## src/sie_pkg.sv

```systemverilog
// Constants and types shared by the interrupt enable block
package sie_pkg;
	localparam int SIE_NUM_SRC = 6;
	localparam int SIE_DATA_W = 32;
	localparam int SIE_ADDR_W = 32;
	localparam int SIE_STRB_W = 4;
	// Register byte addresses
	localparam logic [SIE_ADDR_W-1:0] SIE_ADDR_STATUS = 32'h4005_8008;
	localparam logic [SIE_ADDR_W-1:0] SIE_ADDR_SET = 32'h4005_800C;
	localparam logic [SIE_ADDR_W-1:0] SIE_ADDR_CLEAR = 32'h4005_8010;
	// Field positions within the enable and status words, and the write strobe lane of the enables
	localparam int SIE_BIT_RX_READY = 0;
	localparam int SIE_BIT_TX_READY = 1;
	localparam int SIE_BIT_RX_OVERRUN = 2;
	localparam int SIE_BIT_TX_UNDERRUN = 3;
	localparam int SIE_BIT_SEL_ASSERT = 4;
	localparam int SIE_BIT_SEL_DEASSERT = 5;
	localparam int SIE_LANE_ENABLES = 0;
	// Reset values
	localparam logic [SIE_NUM_SRC-1:0] SIE_ENABLE_RST = 6'h00;
	localparam logic [SIE_NUM_SRC-1:0] SIE_STATUS_RST = 6'h00;
	localparam logic [SIE_DATA_W-1:0] SIE_RDATA_ZERO = 32'h0000_0000;

	// Source events; bit order matches the enable word
	typedef struct packed {
		logic select_deassert;
		logic select_assert;
		logic tx_underrun;
		logic rx_overrun;
		logic tx_ready;
		logic rx_ready;
	} sie_events_t;

	// Raw inputs from the data path
	typedef struct packed {
		logic tx_underrun;
		logic rx_overrun;
		logic tx_ready;
		logic rx_ready;
	} sie_path_t;

	typedef enum logic {
		SIE_MODE_MASTER,
		SIE_MODE_SLAVE
	} sie_mode_t;
endpackage

```

## src/sie_sel_edge.sv

```systemverilog
// Slave select activity detector: any-asserted and all-deasserted pulses
`timescale 1ns/1ps
module sie_sel_edge
	import sie_pkg::*;
#(
	parameter int NUM_SEL = 4
) (
	input wire logic core_clk_i,
	input wire logic rstn_i,
	input wire logic [NUM_SEL-1:0] sel_active_i,
	output logic assert_o,
	output logic deassert_o
);
	logic [NUM_SEL-1:0] prev;
	logic [NUM_SEL-1:0] next_prev;
	logic next_assert;
	logic next_deassert;

	always_comb begin
		next_prev = sel_active_i;
		// Any line going from inactive to active
		next_assert = |(sel_active_i & ~prev);
		// Something was active and now nothing is
		next_deassert = (|prev) && !(|sel_active_i);
	end

	always_ff @(posedge core_clk_i or negedge rstn_i) begin
		if (!rstn_i) begin
			prev <= '0;
			assert_o <= 1'b0;
			deassert_o <= 1'b0;
		end else begin
			prev <= next_prev;
			assert_o <= next_assert;
			deassert_o <= next_deassert;
		end
	end
endmodule // sie_sel_edge

```

## src/sie_irq_enable.sv

```systemverilog
// SPI interrupt enable set/clear registers, sticky status and interrupt request
`timescale 1ns/1ps
module sie_irq_enable
	import sie_pkg::*;
#(
	parameter int NUM_SEL = 4
) (
	input wire logic core_clk_i,
	input wire logic rstn_i,
	input wire logic psel_i,
	input wire logic penable_i,
	input wire logic pwrite_i,
	input wire logic [SIE_ADDR_W-1:0] paddr_i,
	input wire logic [SIE_DATA_W-1:0] pwdata_i,
	input wire logic [SIE_STRB_W-1:0] pstrb_i,
	input wire sie_path_t path_i,
	input wire sie_mode_t mode_i,
	input wire logic [NUM_SEL-1:0] sel_active_i,
	output logic [SIE_DATA_W-1:0] prdata_o,
	output logic pready_o,
	output logic pslverr_o,
	output logic irq_o,
	output logic tx_start_hold_o
);
	logic [SIE_NUM_SRC-1:0] enable;
	logic [SIE_NUM_SRC-1:0] next_enable;
	logic [SIE_NUM_SRC-1:0] status;
	logic [SIE_NUM_SRC-1:0] next_status;
	logic [SIE_DATA_W-1:0] next_prdata;
	logic next_pready;
	logic next_pslverr;
	logic next_irq;
	logic next_hold;
	logic sel_assert;
	logic sel_deassert;
	logic setup;
	logic done;
	logic wr_done;
	logic rd_done;
	logic lane_ok;
	sie_events_t events;

	function automatic logic addr_mapped(input logic [SIE_ADDR_W-1:0] a);
		return (a == SIE_ADDR_STATUS) || (a == SIE_ADDR_SET) || (a == SIE_ADDR_CLEAR);
	endfunction

	function automatic logic [SIE_NUM_SRC-1:0] low_bits(input logic [SIE_DATA_W-1:0] d);
		return d[SIE_NUM_SRC-1:0];
	endfunction

	function automatic logic [SIE_DATA_W-1:0] widen(input logic [SIE_NUM_SRC-1:0] v);
		return {{(SIE_DATA_W-SIE_NUM_SRC){1'b0}}, v};
	endfunction

	sie_sel_edge #(
		.NUM_SEL(NUM_SEL)
	) u_sel_edge (
		.core_clk_i(core_clk_i),
		.rstn_i(rstn_i),
		.sel_active_i(sel_active_i),
		.assert_o(sel_assert),
		.deassert_o(sel_deassert)
	);

	// Bus phase decode
	always_comb begin
		setup = psel_i && !penable_i;
		done = psel_i && penable_i && pready_o;
		wr_done = done && pwrite_i;
		rd_done = done && !pwrite_i;
		lane_ok = pstrb_i[SIE_LANE_ENABLES];
	end

	// Event qualification; overrun and underrun exist only as slave
	always_comb begin
		events.rx_ready = path_i.rx_ready;
		events.tx_ready = path_i.tx_ready;
		events.rx_overrun = path_i.rx_overrun && (mode_i == SIE_MODE_SLAVE);
		events.tx_underrun = path_i.tx_underrun && (mode_i == SIE_MODE_SLAVE);
		events.select_assert = sel_assert;
		events.select_deassert = sel_deassert;
	end

	// Enable set/clear; only ones act, zeros leave bits alone
	always_comb begin
		next_enable = enable;
		if (wr_done && lane_ok && paddr_i == SIE_ADDR_SET) begin
			next_enable = enable | low_bits(pwdata_i);
		end
		if (wr_done && lane_ok && paddr_i == SIE_ADDR_CLEAR) begin
			next_enable = enable & ~low_bits(pwdata_i);
		end
	end

	// Sticky status; a new event wins over the read clear
	always_comb begin
		next_status = status;
		if (rd_done && paddr_i == SIE_ADDR_STATUS) begin
			next_status = SIE_STATUS_RST;
		end
		next_status = next_status | events;
	end

	// Registered answer, ready in the access phase
	always_comb begin
		next_pready = setup;
		next_pslverr = setup && !addr_mapped(paddr_i);
		next_prdata = SIE_RDATA_ZERO;
		if (setup && !pwrite_i) begin
			unique case (paddr_i)
				SIE_ADDR_SET: next_prdata = widen(enable);
				SIE_ADDR_STATUS: next_prdata = widen(status);
				default: next_prdata = SIE_RDATA_ZERO;
			endcase
		end
	end

	// Request and master-mode overrun guard
	always_comb begin
		next_irq = |(next_status & next_enable);
		next_hold = (mode_i == SIE_MODE_MASTER) && path_i.rx_ready;
	end

	always_ff @(posedge core_clk_i or negedge rstn_i) begin
		if (!rstn_i) begin
			enable <= SIE_ENABLE_RST;
			status <= SIE_STATUS_RST;
			prdata_o <= SIE_RDATA_ZERO;
			pready_o <= 1'b0;
			pslverr_o <= 1'b0;
			irq_o <= 1'b0;
			tx_start_hold_o <= 1'b0;
		end else begin
			enable <= next_enable;
			status <= next_status;
			prdata_o <= next_prdata;
			pready_o <= next_pready;
			pslverr_o <= next_pslverr;
			irq_o <= next_irq;
			tx_start_hold_o <= next_hold;
		end
	end
endmodule // sie_irq_enable

```

## config.mk

```make
export PLATFORM = sky130hd
export DESIGN_NAME = sie_irq_enable
export DESIGN_NICKNAME = d
export VERILOG_FILES = /design/src/sie_pkg.sv /design/src/sie_sel_edge.sv /design/src/sie_irq_enable.sv
export SDC_FILE = /design/constraint.sdc
export NUM_CORES = 1
export LEC_CHECK = 0
export ABC_AREA = 1
export BUFFER_PORTS_ARGS = -buffer_cell sky130_fd_sc_hd__buf_2
export CAP_MARGIN = 20
export CORE_UTILIZATION = 30
export CTS_CLUSTER_DIAMETER = 60
export DETAILED_ROUTE_END_ITERATION = 16
export PLACE_DENSITY_LB_ADDON = 0.12
export REMOVE_ABC_BUFFERS = 1
export SLEW_MARGIN = 40
export SYNTH_ARGS = -nofsm -noshare
export SYNTH_HDL_FRONTEND = slang
export SYNTH_HIERARCHICAL = 1
export SYNTH_SLANG_ARGS = --single-unit
```

## constraint.sdc

```tcl
create_clock -name core_clk_i -period 1.39 [get_ports core_clk_i]
set_clock_uncertainty 0.05 [all_clocks]
set_input_delay 0.139 -clock core_clk_i [delete_from_list [all_inputs] [get_ports core_clk_i]]
set_output_delay 0.139 -clock core_clk_i [all_outputs]
set_load 0.01 [all_outputs]
```

---- After elaboration in Yosys (flattened, before gate mapping) ----
Cells that the tools add are included.
storage, ports and cells
  register bits after elaboration ......... 54
  latch bits .............................. 0
  bits in writable memories ............... 0
  ROM bits ................................ 0
  bits of input ports ..................... 82
  output and inout port bits .............. 36
  logic and storage cells ................. 51
  memories ................................ 0
operators by class
  $add $sub $neg .......................... 0
  $mul .................................... 0
  divide/modulo/power cells ............... 0
  $lt $le $gt $ge ......................... 0
  equal/unequal tests ..................... 3
  shift operators ......................... 0
  multiplexer cells ....................... 5
  bitwise logic cells ..................... 8
  reduce and logical (&&, ||, !) cells .... 25
operators with widths
  operator                                                                  number
  32-bit by 31-bit equality test with 1-bit output (second input constant)  3
  32-bit 2-to-1 mux                                                         1
  6-bit 2-to-1 mux                                                          3
  1-bit logical AND                                                         15
  6-bit AND                                                                 2
  6-bit OR                                                                  2
  6-bit case mux with 2 select lines                                        1
  4-bit OR reduction                                                        3
  6-bit inverter                                                            1
  6-bit OR reduction                                                        1
  4-bit AND                                                                 1
  1-bit zero test                                                           4
  4-bit inverter                                                            1
  1-bit logical OR                                                          2
  1-bit inverter                                                            1

---- Longest topological paths before layout ----
  depth in word-level cells ............... 9
  gate-level depth with buffers ........... 13
  depth with buffers taken out ............ 13

---- Hierarchy ----
Netlist, hierarchy kept.
by module, submodules not included
  module          times used  cells an instance  area an instance (um^2)  sequential area each (um^2)
  sie_irq_enable  1           221                1514.0                   550.5
  sie_sel_edge    1           26                 227.7                    150.1

---- Least setup slack after synthesis ----
No wires, ideal clock.
  path type ............................... reg2reg
  from .................................... reg pready_o
  to ...................................... reg irq_o
  setup time .............................. 119 ps
  data arrival time ....................... 1208 ps
  required time ........................... 1221 ps
  path slack .............................. 13 ps
  stages on the path, launching flop included .. 10
  buffers on the path ..................... 0
  period minus slack after synthesis ...... 1377 ps
  cells stage by stage .................... dfrtp_1 > nand3_1 > nor2_1 > nand3_2 > nand2_1 > nand2_1 > nand3_1 > nand2_1 > nor2_1 > nand2_1
between the ends
  elaborated cells between the ends (all ways) .. 13
  classes of those cells .................. mux: 3; bitwise: 2; reduce/logical: 8
RTL lines
  element                 line                   RTL
  start, declared         sie_irq_enable.sv:20   output logic pready_o,
  start signal, assigned  sie_irq_enable.sv:137  pready_o <= next_pready;
  1-bit logical AND       sie_irq_enable.sv:68   done = psel_i && penable_i && pready_o;
  1-bit logical AND       sie_irq_enable.sv:70   rd_done = done && !pwrite_i;
  1-bit logical AND       sie_irq_enable.sv:98   if (rd_done && paddr_i == SIE_ADDR_STATUS) begin
  6-bit 2-to-1 mux        sie_irq_enable.sv:98
  6-bit OR                sie_irq_enable.sv:101  next_status = next_status | events;
  net next_status[3]      sie_irq_enable.sv:28   logic [SIE_NUM_SRC-1:0] next_status;
  6-bit AND               sie_irq_enable.sv:120  next_irq = |(next_status & next_enable);
  6-bit OR reduction      sie_irq_enable.sv:120
  net next_irq            sie_irq_enable.sv:32   logic next_irq;
  end signal, assigned    sie_irq_enable.sv:139  irq_o <= next_irq;
  end, declared           sie_irq_enable.sv:22   output logic irq_o,
The timed path passes the listed nets, and every way through them passes these cells.

---- Final worst setup path ----
  from .................................... reg pready_o
  to ...................................... reg irq_o
between the ends
  longest elaborated chain between the ends .. 8
  elaborated cells between the ends (all ways) .. 13
  classes of those cells .................. mux: 3; bitwise: 2; reduce/logical: 8
ends and longest elaborated chain
  element               line                                        RTL
  1-bit logical AND *   sie_irq_enable.sv:68
  1-bit logical AND     sie_irq_enable.sv:69                        wr_done = done && pwrite_i;
  1-bit logical AND     sie_irq_enable.sv:87, sie_irq_enable.sv:90
  1-bit logical AND     sie_irq_enable.sv:87                        if (wr_done && lane_ok && paddr_i == SIE_ADDR_SET) begin
  6-bit 2-to-1 mux      sie_irq_enable.sv:87
  6-bit 2-to-1 mux      sie_irq_enable.sv:90                        if (wr_done && lane_ok && paddr_i == SIE_ADDR_CLEAR) begin
  6-bit AND *           sie_irq_enable.sv:120
  6-bit OR reduction *  sie_irq_enable.sv:120
  net next_irq          sie_irq_enable.sv:32
Mark *: on every way through the listed nets, which the timed path passes. The rest lies on a longest branch.

==> impl_metrics.toml <==
[run_status]
status = "completed"

[critical_path]
worstSetupStartpointType = "flip-flop"
path_cells = "nand3_4 > nor2_8 > buf_4 > buf_4 > nand3_1 > nand2_1 > nand3_1 > nand2_1 > nor2_1 > nand2_1"
cp.arrival_ns = 1.51
cp_top_family = "simple AND/OR/NAND/NOR gates"
critical_path_class = "flip-flop to flip-flop"
critPathBufInv = 2
crit_required_ns = 1.51
cp-end-kind = "flip-flop"
max_stage_delay_ns = 0.42
critPathSlowestCell = "dfrtp_1"
crit_path_max_fanout = 6
r2r_slack_ns = 0.004
cpMostUsedCell = "nand2_1"

[placed_design]
hpwl_um = 3010
place_congestion = 0.735
dpl_cell_area_mm2 = 0.00206
dpl.cell_count = 383
post-place-ws_ns = -0.200
port_buffers = 62

[routing]
ant_nets = 0
viasPerCell = 3.93
met3_length_um = 279
vias = 1557
wl_per_cell_um = 9.64
wl_met1_um = 1740
drc = 0
first_iter_violations = 48
routed.top_layer = "met4"
dr_wl_met2_um = 1730
dr.pass1.iters = 4
wirelength_um = 3820

[cells_and_area]
postLayoutCellArea_mm2 = 0.00223
fin_util_pct = 40.2
area_delta_synth_final_pct = 27.9
antennaDiodeCount = 0
layout.cells.non_filler = 396
drive_gt1_share_pct = 28.7
layout_common_cells = "nand2_1 (74), buf_2 (62), inv_1 (45)"
layout_commonest_cell = "nand2_1"
fin_nets = 408

[global_route]
antenna_found_initial = 0
grt_pass1_wl_um = 6670
grt_usage_pct = 13.9
grt_overflow = 0
grt_pass1_vias = 1485
grt_max_degree = 29

[synth]
ys_top_cells_by_area = "dfrtp_1 (40%), nand2_1 (16%), buf_4 (11%)"
ys_seq_area_share_pct = 40.2
synthCells = 247
synth_top_area_share_pct = 40.2
syn_avg_cell_area_um2 = 7.05
syn_area_mm2 = 0.00174
synth_largest_area_cell = "dfrtp_1"
yosysWarnings = 6
ys_types = 21
ys_seq_elements = 28

[power_and_ir_drop]
power_mw = 1.50
power_density_mw_per_mm2 = 671
power_leakage_nw = 1.29
vdd_ir_drop_max_v = 0.000501

[timing]
post-route-period-util_pct = 99.7
hold_viol_final = 0
holdWs_ns = 0.0213
min_period_ns = 1.39
slew_headroom_pct = 55.7
slew_viol_final = 0
rsz0062_at_grt = "true"
max_freq_ghz = 0.721
max_slew.worst_pin.slew_ns = 0.664
setup_viol = 0
tns_ns = 0
fin_ws_ns = 0.00367

[floorplanning]
core_area_mm2 = 0.00554
die_width_um = 78.2
ioPinCount = 118
start_util_pct = 31.4
dieArea_mm2 = 0.00611
rows = 27
die_h_um = 78.2

[clock_tree]
clk_pin_slew_ns = 0.09
root_buffer = "clkbuf_8"
htreeDepth = 1
clockBufferDepth = 2
cts_tree = "built"
cts.sink_count = 28
insertion_delay_ns = 0.27
cts_inserted_buffers = 3

[hold_path]
hold_class = "input port to flip-flop"

[job]
maxCapViolations = 0
-- worst paths after layout --
path	cells past startpoint	end	start
max	10	irq_o	pready_o
min	2	tx_start_hold_o	mode_i
max reg2reg	10	irq_o	pready_o
min reg2reg	2	status[4]	u_sel_edge/assert_o
max in group asynchronous	2	u_sel_edge/prev[3]	rstn_i
min in group asynchronous	2	prdata_o[5]	rstn_i
-- registers in the layout, summed over array words and instances, names as in the netlist --
signal                 flops
prdata_o                   6
status                     6
pslverr_o                  1
enable                     6
u_sel_edge/prev            4
irq_o                      1
pready_o                   1
u_sel_edge/deassert_o      1
u_sel_edge/assert_o        1
tx_start_hold_o            1
-- report_power, final --
part	leakage [nW]	switching, mW	internal [mW]	total (mW)
clock	0.0216	0.242	0.195	0.436
combinational	0.954	0.134	0.0939	0.228
sequential	0.318	0.00411	0.827	0.831
-- cell type report --
type	count	area, um^2
inverter	47	176
tap	72	90.1
sequential	28	701
timing repair buffer	77	439
fill	631	3310
clock buffer	3	41.3
multi-input combinational	169	781
-- cell families after synthesis --
group	synth area share, %
AND/OR/NAND/NOR	33.8
other	0.215
buffers and inverters	22.2
AO/OA/AOI/OAI	3.52
flip-flops	40.2
-- cell usage after synthesis --
| cell | n |
|---|---|
| buf_1 | 1 |
| nor2_8 | 1 |
| nor2_2 | 6 |
| nand3_1 | 13 |
| clkinv_1 | 1 |
| dfrtp_1 | 28 |
| nand3_2 | 1 |
| nor2_4 | 2 |
| or2_2 | 1 |
| nand2_2 | 2 |
| a2111oi_0 | 1 |
| a21oi_1 | 6 |
| nor2_1 | 30 |
| conb_1 | 1 |
| o21bai_2 | 2 |
| buf_6 | 1 |
| buf_4 | 26 |
| nand4_1 | 4 |
| inv_2 | 1 |
| nand2_1 | 74 |
| inv_1 | 45 |
-- worst reg2reg max path: stages, from the launching register on --
cell and delay (ns):
dfrtp_1 0.42, nand3_4 0.11, nor2_8 0.06, buf_4 0.13
buf_4 0.12, nand3_1 0.07, nand2_1 0.06, nand3_1 0.08
nand2_1 0.05, nor2_1 0.08, nand2_1 0.05
-- routing by layer --
layer	GRT usage (%)	vias to the layer above
met5	0	-
met4	4.44	0
met3	3.49	6
met2	23.4	55
met1	17.5	659
li1	-	837
-- timing repair --
action / CTS / global route
endpoints found under the hold margin: 32 / 0
hold buffers: 5 / 0
pin swaps: 6 / 1
setup buffers: 4 / 1
endpoints found under the setup margin: 1 / 4
resized for setup: 5 / 3
(Power assumes the default switching activity.)
